**config.mk**
```make
export PLATFORM = sky130hd
export DESIGN_NAME = rosc_top
export DESIGN_NICKNAME = d
export VERILOG_FILES = /design/src/rosc_pkg.sv /design/src/rosc_sync_if.sv /design/src/rosc_release_seq.sv /design/src/rosc_top.sv
export SDC_FILE = /design/constraint.sdc
export NUM_CORES = 1
export LEC_CHECK = 0
export ABC_CLOCK_PERIOD_IN_PS = 2400
export BUFFER_PORTS_ARGS = -buffer_cell sky130_fd_sc_hd__buf_2
export CORE_AREA = 5 5 63 65
export CTS_BUF_LIST = sky130_fd_sc_hd__clkbuf_4 sky130_fd_sc_hd__clkbuf_8
export CTS_CLUSTER_SIZE = 8
export DETAILED_ROUTE_END_ITERATION = 6
export DIE_AREA = 0 0 68 70
export HOLD_SLACK_MARGIN = 0.05
export PLACE_DENSITY = 0.88
export SYNTH_ARGS = -nofsm -noshare
export SYNTH_HDL_FRONTEND = slang
export SYNTH_SLANG_ARGS = --single-unit
```
**constraint.sdc**
```tcl
create_clock -name ref_clk -period 2.4 [get_ports ref_clk]
set_clock_uncertainty 0.1 [all_clocks]
set_input_delay 0.12 -clock ref_clk [delete_from_list [all_inputs] [get_ports ref_clk]]
set_output_delay 0.12 -clock ref_clk [all_outputs]
set_load 0.02 [all_outputs]
```
**src/rosc_pkg.sv**
```systemverilog
// Package for the reset and oscillator mode control block.
// Assumes an APB slave with 32-bit data, one aligned word per register.
package rosc_pkg;
    // Register byte addresses
    localparam logic [7:0] ROSC_ADDR_PUDR = 8'h00;
    localparam logic [7:0] ROSC_ADDR_OSC = 8'h04;
    localparam logic [7:0] ROSC_ADDR_STATUS = 8'h08;
    // Pull-up disable register fields
    localparam int ROSC_PUD_RESET_BIT = 0;
    localparam int ROSC_PUD_BOOT_BIT = 1;
    localparam int ROSC_PUD_MEM_BIT = 2;
    localparam int ROSC_PUD_W = 3;
    localparam logic [ROSC_PUD_W-1:0] ROSC_PUD_RESET_VAL = 3'h0;
    // Oscillator control register fields, no relaxation oscillator controls
    localparam int ROSC_OSC_HL_BIT = 0;
    localparam logic ROSC_OSC_HL_RESET = 1'b0;
    // Status register fields
    localparam int ROSC_ST_BOOT_EXT_BIT = 0;
    localparam int ROSC_ST_EMI20_BIT = 1;
    localparam int ROSC_ST_SECURED_BIT = 2;
    localparam int ROSC_ST_CLK_SRC_BIT = 3;
    localparam int ROSC_ST_MISMATCH_BIT = 4;
    // Reset release delay in internal clocks
    localparam int ROSC_RELEASE_CYCLES = 32;
    localparam int ROSC_CNT_W = 6;
    typedef enum logic [1:0] {
        ROSC_HOLD = 2'b00,
        ROSC_COUNT = 2'b01,
        ROSC_RUN = 2'b11
    } rosc_phase_t;
endpackage : rosc_pkg

```
**src/rosc_sync_if.sv**
```systemverilog
// Interface carrying reset-release state between the top and the sequencer.
// Assumes one clock domain.
`timescale 1ns/1ps
interface rosc_sync_if;
    logic raw_reset;
    logic por_active;
    logic internal_reset;
    modport seq (input raw_reset, input por_active, output internal_reset);
    modport top (output raw_reset, output por_active, input internal_reset);
endinterface : rosc_sync_if

```
**src/rosc_release_seq.sv**
```systemverilog
// Reset release sequencer: holds internal reset a fixed count after sources clear.
// Assumes raw_reset is already synchronous to ref_clk.
`timescale 1ns/1ps
module rosc_release_seq #(
    parameter int RELEASE_CYCLES = rosc_pkg::ROSC_RELEASE_CYCLES
) (
    // Clocking
    input wire logic ref_clk,
    input wire logic rst_b,
    input wire logic clk_en,
    // Reset sources and result
    rosc_sync_if.seq sync
);
    import rosc_pkg::*;
    typedef struct packed {
        rosc_phase_t phase;
        logic [ROSC_CNT_W-1:0] cnt;
        logic rst_int;
    } rosc_seq_state_t;
    rosc_seq_state_t st;
    rosc_seq_state_t next_st;
    logic reset_req;
    // Either source restarts the release count
    assign reset_req = sync.raw_reset || sync.por_active;
    always_comb begin
        next_st = st;
        case (st.phase)
            ROSC_HOLD: begin
                next_st.rst_int = 1'b1;
                next_st.cnt = '0;
                if (!reset_req) begin
                    next_st.phase = ROSC_COUNT;
                end
            end
            ROSC_COUNT: begin
                if (reset_req) begin
                    next_st.phase = ROSC_HOLD;
                    next_st.cnt = '0;
                end else if (st.cnt == ROSC_CNT_W'(RELEASE_CYCLES - 1)) begin
                    next_st.phase = ROSC_RUN;
                    next_st.rst_int = 1'b0;
                end else begin
                    next_st.cnt = st.cnt + 1'b1;
                end
            end
            ROSC_RUN: begin
                if (reset_req) begin
                    next_st.phase = ROSC_HOLD;
                    next_st.rst_int = 1'b1;
                end
            end
            default: begin
                next_st.phase = ROSC_HOLD;
                next_st.rst_int = 1'b1;
            end
        endcase
    end
    always_ff @(posedge ref_clk or negedge rst_b) begin
        if (!rst_b) begin
            st <= '{phase: ROSC_HOLD, cnt: '0, rst_int: 1'b1};
        end else if (clk_en) begin
            st <= next_st;
        end
    end
    assign sync.internal_reset = st.rst_int;
endmodule : rosc_release_seq

```
**src/rosc_top.sv**
```systemverilog
// Operation
// - External reset low holds device in reset
// - Power-on reset asserts internal reset
// - Reset output follows internal reset
// - Reset pull-up on until software disables
// - Strap high boots external unless secured
// - Boot strap tied low internally
// - Memory mode depends on strap, security; emi_addr20 stays low here since the boot strap is tied low
// - Oscillator select resets to zero
// - No relaxation oscillator controls present
//
// Top of the reset and oscillator mode control block with its APB slave.
// Assumes pin inputs are synchronous to ref_clk; rst_b is the power-on reset.
`timescale 1ns/1ps
module rosc_top #(
    parameter int RELEASE_CYCLES = rosc_pkg::ROSC_RELEASE_CYCLES
) (
    // Clock and power-on reset
    input wire logic ref_clk,
    input wire logic rst_b,
    input wire logic clk_en,
    // External reset and straps
    input wire logic ext_reset_b,
    input wire logic ext_memory_mode_strap,
    input wire logic flash_secured,
    input wire logic clock_source_mode_in,
    // APB slave
    input wire logic psel,
    input wire logic penable,
    input wire logic pwrite,
    input wire logic [7:0] paddr,
    input wire logic [31:0] pwdata,
    output logic [31:0] prdata,
    output logic pready,
    output logic pslverr,
    // Pin controls and mode outputs
    output logic reset_out_pin,
    output logic reset_pullup_en,
    output logic boot_strap_pullup_en,
    output logic mem_strap_pullup_en,
    output logic osc_range_select_bit,
    output logic internal_reset,
    output logic boot_external,
    output logic emi_addr20
);
    import rosc_pkg::*;
    typedef struct packed {
        logic [ROSC_PUD_W-1:0] pullup_disable_reg;
        logic osc_high_low_sel;
        logic boot_ext;
        logic emi20;
        logic secured;
        logic latched;
        logic [31:0] rdata;
    } rosc_top_state_t;
    rosc_top_state_t st;
    rosc_top_state_t next_st;
    rosc_sync_if sync ();
    logic boot_source_strap;
    logic acc;
    logic hit;
    logic [31:0] rd_mux;
    // Strap is bonded to ground, so the device always boots internally
    assign boot_source_strap = 1'b0;
    // Power-on reset and external reset both feed the sequencer
    assign sync.raw_reset = !ext_reset_b;
    assign sync.por_active = !rst_b;
    rosc_release_seq #(
        .RELEASE_CYCLES(RELEASE_CYCLES)
    ) u_seq (
        .ref_clk(ref_clk),
        .rst_b(rst_b),
        .clk_en(clk_en),
        .sync(sync.seq)
    );
    assign acc = psel && penable;
    assign hit = (paddr == ROSC_ADDR_PUDR) || (paddr == ROSC_ADDR_OSC) || (paddr == ROSC_ADDR_STATUS);
    always_comb begin
        rd_mux = 32'h0;
        case (paddr)
            ROSC_ADDR_PUDR: rd_mux[ROSC_PUD_W-1:0] = st.pullup_disable_reg;
            ROSC_ADDR_OSC: rd_mux[ROSC_OSC_HL_BIT] = st.osc_high_low_sel;
            ROSC_ADDR_STATUS: begin
                rd_mux[ROSC_ST_BOOT_EXT_BIT] = st.boot_ext;
                rd_mux[ROSC_ST_EMI20_BIT] = st.emi20;
                rd_mux[ROSC_ST_SECURED_BIT] = st.secured;
                rd_mux[ROSC_ST_CLK_SRC_BIT] = clock_source_mode_in;
                // Flags an external clock with the select bit still low
                rd_mux[ROSC_ST_MISMATCH_BIT] = clock_source_mode_in && !st.osc_high_low_sel;
            end
            default: rd_mux = 32'h0;
        endcase
    end
    always_comb begin
        next_st = st;
        // Straps are captured once per reset; later security changes wait for next reset
        if (internal_reset) begin
            next_st.pullup_disable_reg = ROSC_PUD_RESET_VAL;
            next_st.osc_high_low_sel = ROSC_OSC_HL_RESET;
            next_st.latched = 1'b0;
        end else if (!st.latched) begin
            next_st.latched = 1'b1;
            next_st.secured = flash_secured;
            next_st.boot_ext = boot_source_strap && !flash_secured;
            next_st.emi20 = boot_source_strap && !flash_secured && ext_memory_mode_strap;
        end
        if (!internal_reset && acc && pwrite) begin
            if (paddr == ROSC_ADDR_PUDR) begin
                next_st.pullup_disable_reg = pwdata[ROSC_PUD_W-1:0];
            end
            if (paddr == ROSC_ADDR_OSC) begin
                next_st.osc_high_low_sel = pwdata[ROSC_OSC_HL_BIT];
            end
        end
        // Captured in the setup cycle, so read data leaves a flop with no wait state
        if (psel && !penable) begin
            next_st.rdata = rd_mux;
        end
    end
    always_ff @(posedge ref_clk or negedge rst_b) begin
        if (!rst_b) begin
            st <= '0;
        end else if (clk_en) begin
            st <= next_st;
        end
    end
    // Single-cycle access phase; unmapped addresses raise pslverr and read zero
    assign pready = 1'b1;
    assign pslverr = acc && !hit;
    assign prdata = st.rdata;
    assign internal_reset = !rst_b || sync.internal_reset;
    assign reset_out_pin = internal_reset;
    assign reset_pullup_en = !st.pullup_disable_reg[ROSC_PUD_RESET_BIT];
    assign boot_strap_pullup_en = !st.pullup_disable_reg[ROSC_PUD_BOOT_BIT];
    assign mem_strap_pullup_en = !st.pullup_disable_reg[ROSC_PUD_MEM_BIT];
    assign osc_range_select_bit = st.osc_high_low_sel;
    assign boot_external = st.boot_ext;
    assign emi_addr20 = st.emi20;
endmodule : rosc_top

```
==> flow_metrics.py, run 1 <==
metrics = {
    "logic_synthesis": {
        "synth_seq_cells": 20,
        "syn_inst": 150,
        "synthTopCellsByArea": "dfrtp_1 (35%), buf_4 (20%), a21oi_1 (4.4%), nand2_1 (4.4%), nor2_1 (2.5%)",
        "ys_types": 40,
        "synth_top_area_share_pct": 34.8,
        "synth_area_sq_um": 1370,
        "yosys-top-cells-count": "buf_4 (36), dfrtp_1 (19), nand2_1 (16)",
        "postSynthAreaPerCell_sq_um": 9.11,
        "synth_ff_type": "dfrtp_1",
        "synth.most_common_cell": "buf_4",
        "synth-edff-count": 0,
        "ys_seq_area_share_pct": 36.7,
        "yosysTopAreaCell": "dfrtp_1",
        "async_flop_share_pct": 100,
        "synth-warning-count": 0,
    },
    "die": {
        "core_area_sq_um": 3280,
        "dieArea_sq_um": 4760,
        "die_h_microns": 70,
        "die_w_microns": 68,
        "rows": 21,
        "io-pin-count": 92,
        "start_util_pct": 41.6,
    },
    "timing": {
        "rsz0062_at_grt": "no",
        "fin_setup_tns_ns": 0,
        "drv_slew": 0,
        "max_clock_freq_mhz": 520,
        "setup_viol": 0,
        "period_needed_ns": 1.92,
        "holdWs_ns": 0.0746,
        "fin_crit_sh_pct": 80.1,
        "hold_viol": 0,
    },
    "layout": {
        "layout.nets": 236,
        "n_antenna_cell": 0,
        "area_growth_pct": 10.7,
        "drive_gt1_share_pct": 23.4,
    },
    "routing": {
        "drt-total-wl_microns": 2830,
        "wl_per_cell_microns": 12.3,
        "drtAntennaViolNets": 0,
        "first_iter_violations": 51,
        "drt_pass1_iterations": 4,
        "vias": 1049,
        "vias_per_cell": 4.56,
        "route.detailed.drc": 0,
    },
    "power": {
        "peakVddDrop_v": 0.000301,
        "leakagePower_uw": 0.000747,
        "power.density_nw_per_um2": 440,
    },
    "hold_path": {
        "worstHoldPathType": "in -> reg",
    },
    "clocking": {
        "root_buffer": "clkbuf_4",
        "cts_tree": "built",
        "clock_latency_ns": 0.30,
        "clk_pin_slew_worst_paths_ns": 0.11,
        "cts_made_buffers": 3,
        "cts.sink_count": 20,
        "cts_max_path_buffers": 2,
        "htree_levels": 1,
    },
    "global_route": {
        "grt_start_max_net_pins": 23,
        "grt_pass1_wl_microns": 4630,
        "grt_pass1_vias": 1023,
        "antenna_found_initial": 0,
        "track_usage_pct": 12.4,
        "grt-ovfl-total": 0,
    },
    "place": {
        "io_buffer_count": 31,
        "gp_congestion": 0.790,
        "dp_hpwl_microns": 2100,
    },
    "critical_path": {
        "end_kind": "register",
        "critPathTopFamily": "simple AND/OR/NAND/NOR gates",
        "start_kind": "register",
        "reg2reg_slack_ns": 0.48,
        "critPathRequiredTime_ns": 2.51,
        "crit_path_max_fanout": 6,
        "crit_slowest_cell": "dfrtp_1",
        "critPathArrivalTime_ns": 2.03,
        "crit_chain": "ha_1 -> nand3b_1 -> nor2_1 -> mux2_1 -> a22o_1",
        "crit_type": "reg -> reg",
        "slowest_delay_ns": 0.44,
        "critPathBufInv": 0,
    },
    "flow_run": {
        "maxCapViolCount": 0,
    },
    "status": {
        "status": "finished, final reports clean",
    },
}
logic make-up (layout without fill, tap and decap cells):
logic type	Yosys count	after routing	share of synthesized area, %
other	2	30	0.550
adder cells (fa/ha/maj)	1	1	0.916
AO/OA/AOI/OAI	30	30	13.7
flip-flops	20	20	36.7
buffers and inverters	45	51	23.5
AND/OR/NAND/NOR	45	45	18.5
multiplexers	7	7	6.04
path summary, 6_finish.rpt:
path / from / endpoint / cells after the start
worst max-delay path: u_seq.st[1]$_DFFE_PN0P_ / u_seq.st[1]$_DFFE_PN0P_ / 5
worst min-delay path: clock_source_mode_in / prdata[3]$_DFFE_PN0P_ / 4
worst max register to register: u_seq.st[1]$_DFFE_PN0P_ / u_seq.st[1]$_DFFE_PN0P_ / 5
worst min register to register: prdata[2]$_DFFE_PN0P_ / prdata[2]$_DFFE_PN0P_ / 2
max in group asynchronous: rst_b / u_seq.sync.internal_reset$_DFFE_PN1P_ / 3
min in group asynchronous: rst_b / u_seq.st[2]$_DFFE_PN0P_ / 3
flip-flops by register name, summed over array words and instances (netlist names):
| name | count |
|---|---|
| osc_range_select_bit | 1 |
| st | 5 |
| prdata | 5 |
| u_seq.st | 8 |
| u_seq.sync.internal_reset | 1 |
final cells by class:
| cell class | instances | area, sq um |
|---|---|---|
| inverters | 7 | 26.3 |
| repair buffers | 40 | 243 |
| multi-input cells | 113 | 648 |
| fillers | 323 | 1770 |
| clock buffers | 4 | 36.3 |
| flip-flops and latches | 20 | 502 |
| well taps | 46 | 57.6 |
worst register-to-register path, delay by kind of cell (launching register included):
family / cells / cell delay [ns]
AO/OA/AOI/OAI: 1 / 0.20
adder cells (fa/ha/maj): 1 / 0.26
flip-flops: 1 / 0.44
multiplexers: 1 / 0.36
AND/OR/NAND/NOR: 2 / 0.47
metal layers:
| metal | GRT usage (%) | vias to the layer above | wire length, microns |
|---|---|---|---|
| li1 | - | 518 | - |
| met1 | 14.9 | 495 | 1140 |
| met2 | 21.1 | 28 | 1470 |
| met3 | 2.88 | 8 | 147 |
| met4 | 3.97 | 0 | 68 |
| met5 | 0 | - | 0 |
cells in the final DEF (no fill, tap or decap), types with 3 or more instances in the layout:
cell type / n
buf_2: 31
conb_1: 30
dfrtp_1: 19
nand2_1: 16
a21oi_1: 12
nor2_1: 9
dlygate4sd3_1: 8
inv_1: 7
o21ai_1: 4
nand3_1: 3
mux2i_1: 3
o41ai_1: 3
clkbuf_4: 3
per-stage QoR:
stage / setup WS [ns] / utilization (%) / cells / total power (uW) / instance area (sq um)
floorplan: 0.694 / - / 178 / 464 / 1470
global placement: 0.516 / 42.5 / 218 / 458 / 1400
detailed placement: 0.509 / 42.5 / 218 / 460 / 1400
CTS: 0.480 / 46.1 / 230 / 666 / 1510
global route: 0.369 / 46.1 / 230 / 692 / 1510
finish: 0.477 / 46.1 / 230 / 665 / 1510
where the power goes:
part	total, uW	internal (uW)	switching [uW]
sequential	348	343	4.61
combinational	118	34.6	83.0
clock	199	92.7	107
timing repair:
item                                   CTS  global route
gates resized for setup                  0             0
hold buffers                             8             0
endpoints found under the hold margin   29             0
setup buffers                            0             0
Power figures use the tool's default switching activity.
==> run 2, diff against run 1 <==
--- a/config.mk
+++ b/config.mk
@@ -5,7 +5,7 @@
 export SDC_FILE = /design/constraint.sdc
 export NUM_CORES = 1
 export LEC_CHECK = 0
-export ABC_CLOCK_PERIOD_IN_PS = 2400
+export ABC_CLOCK_PERIOD_IN_PS = 2000
 export BUFFER_PORTS_ARGS = -buffer_cell sky130_fd_sc_hd__buf_2
 export CORE_AREA = 5 5 63 65
 export CTS_BUF_LIST = sky130_fd_sc_hd__clkbuf_4 sky130_fd_sc_hd__clkbuf_8
==> constraint.sdc (replaced) <==
create_clock -name ref_clk -period 2 [get_ports ref_clk]
set_clock_uncertainty 0.1 [all_clocks]
set_input_delay 0.1 -clock ref_clk [delete_from_list [all_inputs] [get_ports ref_clk]]
set_output_delay 0.1 -clock ref_clk [all_outputs]
set_load 0.02 [all_outputs]
==> flow_metrics.py, run 2 (synthesis results as in run 1) <==
metrics = {
    "clocking": {
        "cts_resized": 0,
        "clock_latency_ns": 0.30,
        "htree_levels": 1,
        "cts_tree": "built",
        "clk_pin_slew_worst_paths_ns": 0.12,
        "root_buffer": "clkbuf_4",
        "cts_max_path_buffers": 2,
        "cts.sink_count": 20,
        "cts_setup_buffers": 0,
        "cts_made_buffers": 3,
    },
    "global_route": {
        "antenna_found_initial": 0,
        "grt_pass1_vias": 1086,
        "grt_pass1_wl_microns": 4990,
        "track_usage_pct": 13.4,
        "grt_start_max_net_pins": 23,
        "grt-ovfl-total": 0,
    },
    "timing": {
        "setup_viol": 0,
        "fin_crit_sh_pct": 92.7,
        "period_needed_ns": 1.85,
        "rsz0062_at_grt": "yes",
        "fin_setup_tns_ns": 0,
        "holdWs_ns": 0.0609,
        "hold_viol": 0,
        "drv_slew": 0,
        "max_clock_freq_mhz": 540,
    },
    "critical_path": {
        "reg2reg_to": "u_seq.st[6]$_DFFE_PN0P_",
        "start_kind": "register",
        "critPathBufInv": 0,
        "reg2reg_slack_ns": 0.15,
        "cp-endpoint": "u_seq.st[6]$_DFFE_PN0P_",
        "reg2reg_depth": 4,
        "critPathLaunch": "u_seq.st[8]$_DFFE_PN0P_",
        "crit_chain": "nand2b_4 -> or4_1 -> a2111oi_0 -> a21o_1",
        "critPathTopFamily": "simple AND/OR/NAND/NOR gates",
        "regToRegStartpoint": "u_seq.st[8]$_DFFE_PN0P_",
        "critPathArrivalTime_ns": 1.99,
        "crit_slowest_cell": "or4_1",
        "critPathRequiredTime_ns": 2.14,
        "cp.depth": 4,
        "crit_path_max_fanout": 6,
        "end_kind": "register",
        "crit_type": "reg -> reg",
        "slowest_delay_ns": 0.50,
    },
    "layout": {
        "fillers": 322,
        "stdcell_count": 237,
        "layout.nets": 243,
        "drive_gt1_share_pct": 24.1,
        "final_common_cell": "buf_2",
        "area_growth_pct": 14.8,
        "regMostFlops": "u_seq.st",
        "n_antenna_cell": 0,
        "largest_reg_flops": 8,
        "layout_common_cells": "buf_2 (31), conb_1 (30), dfrtp_1 (19)",
    },
    "place": {
        "place_inst": 221,
        "io_buffer_count": 31,
        "dp_hpwl_microns": 2280,
        "gp_congestion": 0.817,
    },
    "power": {
        "leakagePower_uw": 0.000779,
        "power.density_nw_per_um2": 498,
        "peakVddDrop_v": 0.000365,
    },
    "status": {
        "status": "finished, final reports clean",
    },
    "die": {
        "core_area_sq_um": 3280,
        "io-pin-count": 92,
        "dieArea_sq_um": 4760,
        "die_h_microns": 70,
        "die_w_microns": 68,
        "start_util_pct": 41.6,
        "rows": 21,
    },
    "routing": {
        "drtAntennaViolNets": 0,
        "drt_pass1_iterations": 4,
        "vias": 1091,
        "route.detailed.drc": 0,
        "first_iter_violations": 36,
        "vias_per_cell": 4.60,
        "drt-total-wl_microns": 2960,
        "wl_per_cell_microns": 12.5,
    },
    "flow_run": {
        "maxCapViolCount": 0,
    },
    "hold_path": {
        "worstHoldPathType": "in -> reg",
    },
}
run 2: cell count changes in the layout (fill, tap and decap cells not counted):
cell | previous run | this run
clkbuf_4 | 3 | 4
dlygate4sd3_1 | 8 | 12
buf_4 | 1 | 4
clkbuf_8 | 1 | 0
run 2: routing by layer:
| layer | global-route usage (%) | part of all wire [%] | up-vias |
|---|---|---|---|
| met1 | 15.5 | 37 | 506 |
| met4 | 4.42 | 2.3 | 0 |
| met2 | 23.4 | 53 | 44 |
| met3 | 3.37 | 7.4 | 6 |
| met5 | 0 | 0 | - |
| li1 | - | - | 535 |
run 2: worst min path at each step:
stage                     depth (start not counted)                               end      from  slack (ns)
after floorplan                                   0  osc_range_select_bit$_DFFE_PN0P_     rst_b       -0.30
after global placement                            2           u_seq.st[8]$_DFFE_PN0P_     rst_b     -0.0003
after detailed placement                          2           u_seq.st[8]$_DFFE_PN0P_     rst_b       0.001
after CTS                                         4             prdata[0]$_DFFE_PN0P_  paddr[6]        0.05
after global routing                              4             prdata[2]$_DFFE_PN0P_  paddr[7]        0.07
final                                             4  osc_range_select_bit$_DFFE_PN0P_  paddr[7]        0.06
run 2: worst reg2reg max path: stages, from the launching register on:
cell	delay, ns
dfrtp_1	0.43
nand2b_4	0.19
or4_1	0.50
a2111oi_0	0.46
a21o_1	0.13
run 2: final cells by class:
cell class              instances  area [sq um]  share of cell area [%]
well taps                      46          57.6                    3.67
multi-input cells             113           648                    41.3
flip-flops and latches         20           502                    32.0
inverters                       7          26.3                    1.67
clock buffers                   4          30.0                    1.91
repair buffers                 47           305                    19.5
run 2: report_power, final:
| part | switching, uW | internal, uW |
|---|---|---|
| clock | 122 | 91.3 |
| combinational | 102 | 47.7 |
| sequential | 6.14 | 412 |
| total | 229 | 551 |
run 2: through the flow:
step	total power [uW]	area [sq um]	util [%]	worst slack [ns]
finish	781	1570	47.8	0.147
global route	824	1570	47.8	-0.0101
CTS	787	1570	47.8	0.143
detailed placement	556	1420	43.2	0.160
global placement	551	1420	43.2	0.209
floorplan	557	1470	-	0.294
run 2: repair_timing:
| item | CTS | global route |
|---|---|---|
| hold buffers | 12 | 0 |
| setup endpoints to repair | 0 | 2 |
| hold endpoints to repair | 32 | 0 |
==> run 3, diff against run 2 <==
--- a/config.mk
+++ b/config.mk
@@ -7,13 +7,15 @@
 export LEC_CHECK = 0
 export ABC_CLOCK_PERIOD_IN_PS = 2000
 export BUFFER_PORTS_ARGS = -buffer_cell sky130_fd_sc_hd__buf_2
-export CORE_AREA = 5 5 63 65
+export CELL_PAD_IN_SITES_DETAIL_PLACEMENT = 1
+export CELL_PAD_IN_SITES_GLOBAL_PLACEMENT = 1
+export CORE_AREA = 5 5 74 76
 export CTS_BUF_LIST = sky130_fd_sc_hd__clkbuf_4 sky130_fd_sc_hd__clkbuf_8
 export CTS_CLUSTER_SIZE = 8
 export DETAILED_ROUTE_END_ITERATION = 6
-export DIE_AREA = 0 0 68 70
+export DIE_AREA = 0 0 79 81
 export HOLD_SLACK_MARGIN = 0.05
-export PLACE_DENSITY = 0.88
+export PLACE_DENSITY = 0.89
 export SYNTH_ARGS = -nofsm -noshare
 export SYNTH_HDL_FRONTEND = slang
 export SYNTH_SLANG_ARGS = --single-unit
==> flow_metrics.py, run 3 (synthesis results as in run 1) <==
metrics = {
    "global_route": {
        "antenna_found_initial": 0,
        "grt-ovfl-total": 0,
        "grt_pass1_vias": 1124,
        "grt_start_max_net_pins": 22,
        "track_usage_pct": 10.1,
        "grt_pass1_wl_microns": 5130,
    },
    "die": {
        "die_h_microns": 81,
        "core_area_sq_um": 4660,
        "die_w_microns": 79,
        "dieArea_sq_um": 6400,
        "io-pin-count": 92,
        "start_util_pct": 29.3,
        "rows": 25,
    },
    "timing": {
        "fin_crit_sh_pct": 94.0,
        "rsz0062_at_grt": "no",
        "hold_viol": 0,
        "period_needed_ns": 1.88,
        "setup_viol": 0,
        "drv_slew": 0,
        "fin_setup_tns_ns": 0,
        "max_clock_freq_mhz": 532,
        "holdWs_ns": 0.0543,
    },
    "critical_path": {
        "critPathArrivalTime_ns": 1.93,
        "end_kind": "register",
        "regToRegStartpoint": "u_seq.st[8]$_DFFE_PN0P_",
        "critPathRequiredTime_ns": 2.05,
        "critPathLaunch": "paddr[3]",
        "start_kind": "primary input",
        "crit_path_max_fanout": 6,
        "crit_type": "in -> reg",
    },
    "layout": {
        "fillers": 556,
        "regMostFlops": "u_seq.st",
        "n_antenna_cell": 0,
        "final_util_pct": 32.9,
        "final_common_cell": "buf_2",
        "layout_common_cells": "buf_2 (31), conb_1 (30), dfrtp_1 (19)",
        "finalInstanceArea_sq_um": 1530,
        "stdcell_count": 238,
        "largest_reg_flops": 8,
        "area_growth_pct": 12.2,
        "drive_gt1_share_pct": 23.9,
        "layout.nets": 236,
    },
    "clocking": {
        "cts_setup_buffers": 0,
        "cts_max_path_buffers": 2,
        "clock_latency_ns": 0.26,
        "root_buffer": "clkbuf_8",
        "cts.sink_count": 20,
        "htree_levels": 1,
        "cts_made_buffers": 3,
        "cts_tree": "built",
        "clk_pin_slew_worst_paths_ns": 0.07,
    },
    "power": {
        "power.density_nw_per_um2": 552,
        "peakVddDrop_v": 0.000215,
        "leakagePower_uw": 0.000754,
    },
    "routing": {
        "wl_per_cell_microns": 13.3,
        "drtAntennaViolNets": 0,
        "drt_pass1_iterations": 3,
        "first_iter_violations": 27,
        "vias": 1065,
        "vias_per_cell": 4.47,
        "drt-total-wl_microns": 3160,
        "route.detailed.drc": 0,
    },
    "place": {
        "placed_area_sq_um": 1410,
        "place_inst": 227,
        "io_buffer_count": 31,
        "gp_congestion": 0.837,
        "dp_hpwl_microns": 2550,
    },
    "hold_path": {
        "worstHoldStart": "paddr[2]",
        "worstHoldPathType": "in -> reg",
    },
    "flow_run": {
        "maxCapViolCount": 0,
    },
    "status": {
        "status": "finished, final reports clean",
    },
}
==> run 3: per-stage QoR <==
step	setup WS [ns]	total power, uW
2_1_floorplan	0.294	557
3_3_place_gp	0.184	552
3_5_place_dp	0.157	556
4_1_cts	0.127	859
5_1_grt	0.0452	896
6_report	0.120	846
==> run 3: layout make-up <==
cell class / count / area (sq um) / share of cell area [%]
Timing Repair Buffer: 40 / 240 / 15.7
Tap cell: 54 / 67.6 / 4.41
Sequential cell: 20 / 502 / 32.7
Clock buffer: 4 / 48.8 / 3.18
Inverter: 7 / 26.3 / 1.71
Multi-Input combinational cell: 113 / 648 / 42.3
==> run 3: worst max-delay path: stages <==
cell,delay [ns]
dlygate4sd3_1,0.53
buf_2,0.16
and4b_1,0.30
or4b_4,0.52
mux2_4,0.32
==> run 3: what timing repair did <==
action,in CTS,in global routing
endpoints found under the setup margin,0,0
hold buffers,7,0
resized for setup,0,0
hold endpoints to repair,27,0
==> run 3: final timing paths <==
check / slack, ns / depth (start not counted) / end
setup / recovery: 0.12 / 5 / st[39]$_DFFE_PN0P_
hold / removal: 0.05 / 2 / prdata[1]$_DFFE_PN0P_
setup reg to reg: 0.17 / 4 / u_seq.st[6]$_DFFE_PN0P_
hold reg to reg: 0.38 / 2 / prdata[0]$_DFFE_PN0P_
max in group asynchronous: 1.23 / 3 / u_seq.sync.internal_reset$_DFFE_PN1P_
min in group asynchronous: 0.30 / 3 / st[39]$_DFFE_PN0P_
==> run 3: metal layers <==
layer | up-vias | wire, microns | track usage, %
met4 | 0 | 12 | 1.55
met1 | 509 | 1270 | 11.3
met3 | 3 | 244 | 3.55
met2 | 34 | 1640 | 18.9
li1 | 519 | - | -
met5 | - | 0 | 0
==> run 3: where the power goes <==
part           switching, uW  leakage (uW)  internal (uW)
logic                   99.4      0.000455           40.2
clock network            132     0.0000262            155
registers               6.47      0.000272            412
total                    238      0.000754            608
